**src/design/link_supervisor_pkg.sv**
```systemverilog
// Package with level classes, modes and constants of the link supervisor
package link_supervisor_pkg;

    localparam int LEVEL_W = 8;
    localparam int BAR_SEGMENTS = 8;
    localparam int SEG_W = 4;
    // Bar layout: segments 1..2 red, 3..4 orange, 5..8 green
    localparam logic [SEG_W-1:0] LOWEST_ORANGE_SEG = 4'h3;
    localparam logic [SEG_W-1:0] LOWEST_GREEN_SEG = 4'h5;
    // Raw level thresholds per segment, segment n lit when level >= n*SEG_STEP
    localparam logic [LEVEL_W-1:0] SEG_STEP = 8'h1e;
    localparam logic [SEG_W-1:0] SEG_RESET = 4'h0;
    localparam logic BAND_FIRST = 1'b0;
    localparam logic BAND_SECOND = 1'b1;

    typedef enum logic [2:0] {
        standard_transfer_mode,
        hand_tuning_mode,
        align_only_mode,
        pointer_beam_mode,
        interruption_tally_mode
    } op_mode_type;

    typedef enum logic [1:0] {
        tally_dark,
        tally_green,
        tally_red
    } tally_type;

endpackage : link_supervisor_pkg

```
**src/design/level_path_if.sv**
```systemverilog
// Interface carrying the classified level between the supervisor modules
interface level_path_if;
    import link_supervisor_pkg::*;
    logic [LEVEL_W-1:0] level;
    logic [SEG_W-1:0] segments;

    modport src (output level, input segments);
    modport cls (input level, output segments);
endinterface : level_path_if

```
**src/design/optical_link_mode_supervisor.sv**
```systemverilog
// Operating mode selection and optical link supervision
module optical_link_mode_supervisor
    import link_supervisor_pkg::*;
(
    input wire logic clk_in,
    input wire logic rst_n_in,
    input wire logic band_select_in,
    input wire logic [LEVEL_W-1:0] rx_level_in,
    input wire logic [LEVEL_W-1:0] remote_level_in,
    input wire logic remote_level_valid_in,
    input wire logic mode_button_in,
    input wire logic link_fault_in,
    output logic switching_output_one_out,
    output logic [BAR_SEGMENTS-1:0] rx_level_bar_out,
    output logic [LEVEL_W-1:0] level_report_out,
    output logic level_report_valid_out,
    output logic standard_transfer_led_out,
    output logic hand_tuning_led_out,
    output logic align_only_led_out,
    output logic pointer_beam_led_out,
    output logic tally_green_out,
    output logic tally_red_out,
    output logic link_active_out,
    output logic forward_enable_out,
    output logic pointer_laser_on_out,
    output logic tx_band_out
);

    ////////////////////////////////////////////////////////////////////////
    level_path_if own_path ();
    level_path_if remote_path ();

    level_classifier own_cls (
        .clk_in(clk_in),
        .rst_n_in(rst_n_in),
        .lvl(own_path.cls)
    );

    level_classifier remote_cls (
        .clk_in(clk_in),
        .rst_n_in(rst_n_in),
        .lvl(remote_path.cls)
    );

    assign own_path.level = rx_level_in;
    assign remote_path.level = remote_level_in;

    ////////////////////////////////////////////////////////////////////////
    typedef struct packed {
        op_mode_type mode;
        logic button_prev;
        tally_type tally;
        logic link_up;
        logic warning;
        logic [BAR_SEGMENTS-1:0] bar;
        logic [LEVEL_W-1:0] report;
        logic report_valid;
        logic band;
        logic [SEG_W-1:0] remote_seg;
    } sup_state_type;

    sup_state_type state_ff;
    sup_state_type nxt_state;

    logic [SEG_W-1:0] own_seg;
    logic [SEG_W-1:0] keep_seg;
    logic [SEG_W-1:0] shown_seg;
    logic link_ok;

    assign own_seg = own_path.segments;

    always_comb begin
        nxt_state = state_ff;
        nxt_state.button_prev = mode_button_in;
        if (mode_button_in && !state_ff.button_prev) begin
            unique case (state_ff.mode)
                standard_transfer_mode: nxt_state.mode = hand_tuning_mode;
                hand_tuning_mode: nxt_state.mode = align_only_mode;
                align_only_mode: nxt_state.mode = pointer_beam_mode;
                pointer_beam_mode: nxt_state.mode = interruption_tally_mode;
                interruption_tally_mode: nxt_state.mode = standard_transfer_mode;
                default: nxt_state.mode = standard_transfer_mode;
            endcase
        end

        keep_seg = LOWEST_ORANGE_SEG;
        if (state_ff.mode == hand_tuning_mode) begin
            keep_seg = LOWEST_GREEN_SEG;
        end

        link_ok = !link_fault_in && (own_seg >= keep_seg);
        nxt_state.link_up = link_ok;

        nxt_state.warning = own_seg < LOWEST_GREEN_SEG;

        // partner level shown in align mode
        if (remote_level_valid_in) begin
            nxt_state.remote_seg = remote_path.segments;
        end
        shown_seg = own_seg;
        if (state_ff.mode == align_only_mode) begin
            shown_seg = state_ff.remote_seg;
        end
        for (int i = 0; i < BAR_SEGMENTS; i++) begin
            nxt_state.bar[i] = shown_seg > SEG_W'(i);
        end

        nxt_state.report = rx_level_in;
        nxt_state.report_valid = (state_ff.mode == align_only_mode);

        nxt_state.band = band_select_in ? BAND_SECOND : BAND_FIRST;

        // tally dark outside diagnostic
        // Next mode, so green lights with entry and no edge has no lit indicator
        if (nxt_state.mode != interruption_tally_mode) begin
            nxt_state.tally = tally_dark;
        end else begin
            unique case (state_ff.tally)
                tally_dark: nxt_state.tally = tally_green;
                tally_green: nxt_state.tally = state_ff.link_up ? tally_green : tally_red;
                tally_red: nxt_state.tally = tally_red;
                default: nxt_state.tally = tally_dark;
            endcase
        end
    end

    always_ff @(posedge clk_in) begin
        if (!rst_n_in) begin
            state_ff <= '{mode: standard_transfer_mode, tally: tally_dark, default: '0};
        end else begin
            state_ff <= nxt_state;
        end
    end

    ////////////////////////////////////////////////////////////////////////
    // warning on switching output
    assign switching_output_one_out = state_ff.warning;
    assign rx_level_bar_out = state_ff.bar;
    assign level_report_out = state_ff.report;
    assign level_report_valid_out = state_ff.report_valid;
    assign standard_transfer_led_out = state_ff.mode == standard_transfer_mode;
    assign hand_tuning_led_out = state_ff.mode == hand_tuning_mode;
    assign align_only_led_out = state_ff.mode == align_only_mode;
    assign pointer_beam_led_out = state_ff.mode == pointer_beam_mode;
    assign tally_green_out = state_ff.tally == tally_green;
    assign tally_red_out = state_ff.tally == tally_red;
    assign link_active_out = state_ff.link_up;
    assign forward_enable_out = state_ff.link_up && (state_ff.mode != align_only_mode);
    assign pointer_laser_on_out = state_ff.mode == pointer_beam_mode;
    assign tx_band_out = state_ff.band;

endmodule // optical_link_mode_supervisor

```
**src/design/level_classifier.sv**
```systemverilog
// Registered classifier from raw level to lit bar segment count
module level_classifier
    import link_supervisor_pkg::*;
(
    input wire logic clk_in,
    input wire logic rst_n_in,
    level_path_if.cls lvl
);

    typedef struct packed {
        logic [SEG_W-1:0] segments;
    } cls_state_type;

    cls_state_type state_ff;
    cls_state_type nxt_state;

    always_comb begin
        nxt_state = state_ff;
        nxt_state.segments = SEG_RESET;
        for (int i = 1; i <= BAR_SEGMENTS; i++) begin
            if (lvl.level >= LEVEL_W'(i * SEG_STEP)) begin
                nxt_state.segments = SEG_W'(i);
            end
        end
    end

    always_ff @(posedge clk_in) begin
        if (!rst_n_in) begin
            state_ff <= '0;
        end else begin
            state_ff <= nxt_state;
        end
    end

    assign lvl.segments = state_ff.segments;

endmodule // level_classifier

```
**config.mk**
```make
export PLATFORM = sky130hd
export DESIGN_NAME = optical_link_mode_supervisor
export DESIGN_NICKNAME = d
export VERILOG_FILES = /design/src/design/link_supervisor_pkg.sv /design/src/design/level_path_if.sv /design/src/design/optical_link_mode_supervisor.sv /design/src/design/level_classifier.sv
export SDC_FILE = /design/constraint.sdc
export NUM_CORES = 1
export LEC_CHECK = 0
export BUFFER_PORTS_ARGS = -buffer_cell sky130_fd_sc_hd__buf_2
export CORE_MARGIN = 2
export CORE_UTILIZATION = 47
export CTS_CLUSTER_DIAMETER = 40
export CTS_CLUSTER_SIZE = 14
export DETAILED_ROUTE_END_ITERATION = 10
export GPL_ROUTABILITY_DRIVEN = 0
export PLACE_DENSITY = 0.74
export RECOVER_POWER = 50
export SETUP_SLACK_MARGIN = 0.05
export SYNTH_ARGS = -nofsm -noshare
export SYNTH_HDL_FRONTEND = slang
export SYNTH_SLANG_ARGS = --single-unit
```
**constraint.sdc**
```tcl
create_clock -name clk_in -period 3.25 [get_ports clk_in]
set_clock_uncertainty 0.05 [all_clocks]
set_input_delay 0.65 -clock clk_in [delete_from_list [all_inputs] [get_ports clk_in]]
set_output_delay 0.65 -clock clk_in [all_outputs]
set_load 0.005 [all_outputs]
```
# Yosys cells after proc, flatten, opt, wreduce, memory -nomap -nowiden
# Cells that the tools add are included.
totals:
  input_bits: 22
  ff_bits: 38
  output_inout_bits: 28
classes:
  muxes: 23
  bitwise: 1
  reduce_logical: 10
  n_eq_ne: 7
  magnitude_cmp: 26
ops:
  columns: ["operator", "count"]
  rows:
  - ["$ge 8x8->1 const B", 8]
  - ["$ge 8x7->1 const B", 4]
  - ["$mux 3", 10]
  - ["$ge 8x5->1 const B", 2]
  - ["$ge 8x6->1 const B", 2]
  - ["$gt 4x3->1 const B", 4]
  - ["$mux 4", 3]
  - ["$pmux 3 s4", 1]
  - ["$mux 2", 5]
  - ["$gt 4x1->1 const B", 2]
  - ["$gt 4x2->1 const B", 2]
  - ["$eq 3x2->1 const B", 2]
  - ["$pmux 2 s3", 1]
  - ["$reduce_or 2->1", 3]
  - ["$ge 4x4->1", 1]
  - ["$lt 4x3->1 const B", 1]
  - ["$eq 3x1->1 const B", 1]
  - ["$logic_and 1x1->1", 3]
  - ["$logic_not 3->1", 1]
  - ["$mux 1", 3]
  - ["$ne 3x2->1 const B", 1]
  - ["$ne 3x3->1 const B", 1]
  - ["$eq 2x1->1 const B", 1]
  - ["$eq 2x2->1 const B", 1]
  - ["other kinds (3)", 4]

# Depth between registers and ports, before layout
logic_depth:
  word_depth: 9
  ltp_mapped: 6
  ltp_nobuf: 6

# Modules after synthesis
# From an unflattened synthesis, not the netlist that was laid out.
unflattened:
  hier_cells: 180
  hier_area_um2: 1747.9
modules_own_cells:
  columns: ["mod", "area_each_um2", "cells_per_inst", "instances"]
  rows:
  - ["optical_link_mode_supervisor", 1332.5, 134, 1]
  - ["level_classifier", 207.7, 23, 2]

# Worst setup path before layout
# No wires, ideal clock.
synth_timing:
  kind: "flip-flop to flip-flop"
  start: "register state_ff[27] (netlist name)"
  end: "register state_ff, in the netlist link_active_out"
  arrival_ns: 1.597
  required_time_ns: 3.070
  n_path_buf: 0
  path_slack_ns: 1.472
  synth_period_minus_slack_ns: 1.778
  path_stages_with_launch: 7
  path_cell_list: "dfxtp_1 -> or3b_2 -> inv_1 -> ha_1 -> a21o_1 -> a211oi_1 -> nor3_1"
synth_between:
  elab_chain_len: 4
synth_rtl:
  columns: ["item", "line_no", "source"]
  rows:
  - ["from (decl)", "optical_link_mode_supervisor.sv:62", "sup_state_type state_ff;"]
  - ["from (signal assigned)", "optical_link_mode_supervisor.sv:131", "state_ff <= nxt_state;"]
  - ["$eq 3x1->1", null, null]
  - ["via hand_tuning_led_out", "optical_link_mode_supervisor.sv:18", "output logic hand_tuning_led_out,"]
  - ["$mux 3", "optical_link_mode_supervisor.sv:87", "if (state_ff.mode == hand_tuning_mode) begin"]
  - ["$ge 4x4->1", "optical_link_mode_supervisor.sv:91", "link_ok = !link_fault_in && (own_seg >= keep_seg);"]
  - ["$logic_and 1x1->1", "optical_link_mode_supervisor.sv:91", null]
# The timed path passes the listed nets, and every way through them passes these cells.
# A chain may end at the register's enable or synchronous reset.

# Final worst setup path
layout_timing:
  start: "register state_ff[27] (netlist name)"
  end: "output hand_tuning_led_out"
layout_between:
  elab_chain_len: 1
layout_rtl:
  columns: ["item", "line_no", "source"]
  rows:
  - ["$eq 3x1->1", "optical_link_mode_supervisor.sv:142", "assign hand_tuning_led_out = state_ff.mode == hand_tuning_mode;"]
  - ["to (decl)", "optical_link_mode_supervisor.sv:18", null]
# Every way passes these cells.

==> results.md <==
* Status: completed
* Final core occ at between 50 and 60%
* Largest net degree at the start of global routing at 25
* Initial DRC Count at 30
* DRC viols at 0
* Worst-margin pin slew at 0.6923 ns
* R2R Setup Slk at 1.34 ns
* CTS buffer count at 5
* Main combinational cell family by area after synthesis: simple AND/OR/NAND/NOR gates
* Final instance area at 1873 sq um
* Ports at 50
* Hold crit path type: input port to flop
* Final hold slack at a little over 0.4 ns
* Period Utilization, post-route at 67.75%
* CTS tree: built
* Nets at between 200 and 250
* Slowest cell on crit path: or3b_2
* Gr ovfl total at 0
* Vias per cell at ~5
* RR Endpoint: link_active_out
* CP endpoint kind: output pin
* First-pass GRT wire length at approximately 4.8 mm
* Worst r2r src: state_ff[27]
* Simple-Gate Fraction of Synth Area at 22.55%
* Mapped Area at 1675 sq um
* Power density cells at 457.8 nW/um^2
* CORE AREA at 3390 sq um
* Setup Fix Bufs, Post-CTS at 0
* Vias after detailed routing at 1311
* LEAKAGE at 0.8379 nW
* Crit Path Class: flop to output pin
* Final setup fails at 0
* Peak supply drop at 0.1880 mV
* Synth-to-Final Area Change at 11.80%
* Final min period at roughly 2.2 ns
* Total of warnings raised by yosys at 0
* Post-synth top flop: dfxtp_1
* CTS-repair resized insts at 0
* Critical Path Start Type: flop
* Syn nets at 206
* DRT Wirelength at ~2.9 mm
* Clk_lat worst skew at 0.34 ns
* Register area share after synthesis at a little under half
* Wire per inst at 11.05 microns
* Area post-placement at ~1800 sq um
* Max Clock Freq at 454.2 MHz
* Initial Utilization at 49.43%
* Clock root buffer: clkbuf_4
* Synthesized instance count at 182
* Worst path bufs/invs at 2
* Final hold violations at 0
* Ordered cell list for the critical path: or3b_2, inv_1, buf_2
* Ant diodes at 0
* TNS Setup at 0 ns
* Post-cts hold buffer count at 0
* Crit-path max FO at 8
* Clock transition at path regs at 0.11 ns
* Hold EP: link_active_out
* Total Routing Usage GR at 15.19%
* Final-report max-slew violation count at 0
* Die Y at between 60 and 70 microns
* Synth Area in Compound Gates at 15.31%
* Post-Layout Cell Count at 261
* DIE AREA at 4058 sq um
* Post-synthesis mux area share at under 10%
* Max cap viols at 0
* H-tree levels at 2
* Fill cells at 307
* Synth Area in XOR/XNOR at 0%
* Die Wd at around 64 microns
* Post-DP HPWL at 2.087 mm
* Post-route worst setup slack at 1.048 ns
* Yosys cell types at 44
* Ys async rst share at 0%
* Seq cells post-synth at 38
* Layout cells sized above 1 at 28.37%
* Placed cells at between 200 and 300
* Initial antenna violation count at 0
* Critical path arrival at roughly 1.5 ns
* Number of global-route vias before repair at 1077
* Slew Limit Headroom at ~54%
* Req. time, crit path at around 2.6 ns
* PnR Total Power at 0.8575 mW
* Antenna viol nets, final at 0
* Family with the most delay on the worst path: simple AND/OR/NAND/NOR gates
* Pre-Repair DR Iteration Count at 4
* CTS Buffer Depth at 2
* Number of synthesized flops with an enable pin at 0
* Syn_area_per_cell at 9.205 sq um
* RSZ-0062 raised after global routing: false
* Post-Place Setup Slack at 1.342 ns
* Clk sinks at 38
* Site Rows at 21
* Depth of the worst register-to-register path at 6
* Post-Synth Adder-Cell Area at 4.033%
* Worst hold path startpoint: link_fault_in
* Hold path cells at 2
* Port bufs at 48
* Critical path's largest stage delay at 0.49 ns
## cells in the final DEF, fill, tap and decap left out, drive strengths merged, types with 5 or more instances in the layout
cell type,n
clkbuf,9
nand2,11
nor2,18
buf,46
and2,9
nor2b,6
a211oi,7
nor3,7
dfxtp,38
a21oi,12
nand3,5
## synthesized netlist by cell type (2+ instances only)
cell	count	area (sq um)
dfxtp_1	38	760.7
buf_4	17	127.6
nor2_1	17	63.81
a21oi_1	11	55.05
nand2_1	10	37.54
and2_1	9	56.30
a211oi_1	7	52.55
nor3_1	7	35.03
nor2b_1	6	37.54
nand3_1	5	25.02
mux2i_1	4	40.04
o21ai_0	4	20.02
clkbuf_1	3	11.26
inv_1	3	11.26
nor4_1	3	18.77
a311oi_1	2	17.52
a31oi_1	2	12.51
buf_1	2	7.510
ha_1	2	25.02
maj3_1	2	20.02
maj3_2	2	22.52
nor3b_1	2	15.01
o21a_1	2	15.01
o22ai_1	2	12.51
## worst max-delay path by stage
stage / from / to / slack [ns] / cells after the start
floorplan: state_ff[27] / link_active_out / 1.47 / 6
global placement: rst_n_in / state_ff[24] / 1.35 / 4
detailed placement: rst_n_in / state_ff[24] / 1.34 / 4
CTS: state_ff[27] / hand_tuning_led_out / 1.03 / 3
global route: state_ff[27] / hand_tuning_led_out / 0.94 / 3
finish: state_ff[27] / hand_tuning_led_out / 1.05 / 3
## flip-flops by register name (all words and copies together), names as in the netlist
signal	cells
rx_level_bar_out	8
level_report_out	8
own_cls.lvl.segments	4
state_ff	10
remote_cls.lvl.segments	4
link_active_out	1
tx_band_out	1
switching_output_one_out	1
level_report_valid_out	1
## layout make-up
cell class	instances	area (sq um)	share of cell area, %
flip-flops and latches	38	760.7	40.61
repair buffers	48	237.7	12.69
multi-input cells	117	742.0	39.61
well taps	46	57.56	3.073
clock inverters	1	5.005	0.2672
inverters	4	15.01	0.8016
clock buffers	7	55.05	2.939
## kinds of logic (layout without fill, tap and decap cells)
logic type	Yosys count	count (layout)
and+or+nand+nor	69	69
buffers and inverters	27	60
AOI/OAI and AO/OA	38	38
muxes	4	4
DFF	38	38
adders and majority gates	6	6
## routing by layer
metal,global-route usage [%],wire length [microns]
met1,18.92,1378
met4,7.337,60
met5,0,0
met2,22.76,1255
met3,6.071,191
## power breakdown
group / leakage [nW] / total, mW / internal (mW) / switching (mW)
clock: 0.0353 / 0.248 / 0.105 / 0.143
combinational: 0.490 / 0.106 / 0.0511 / 0.0547
sequential: 0.313 / 0.504 / 0.489 / 0.0148
No activity file was read; power rests on OpenSTA's default activity.
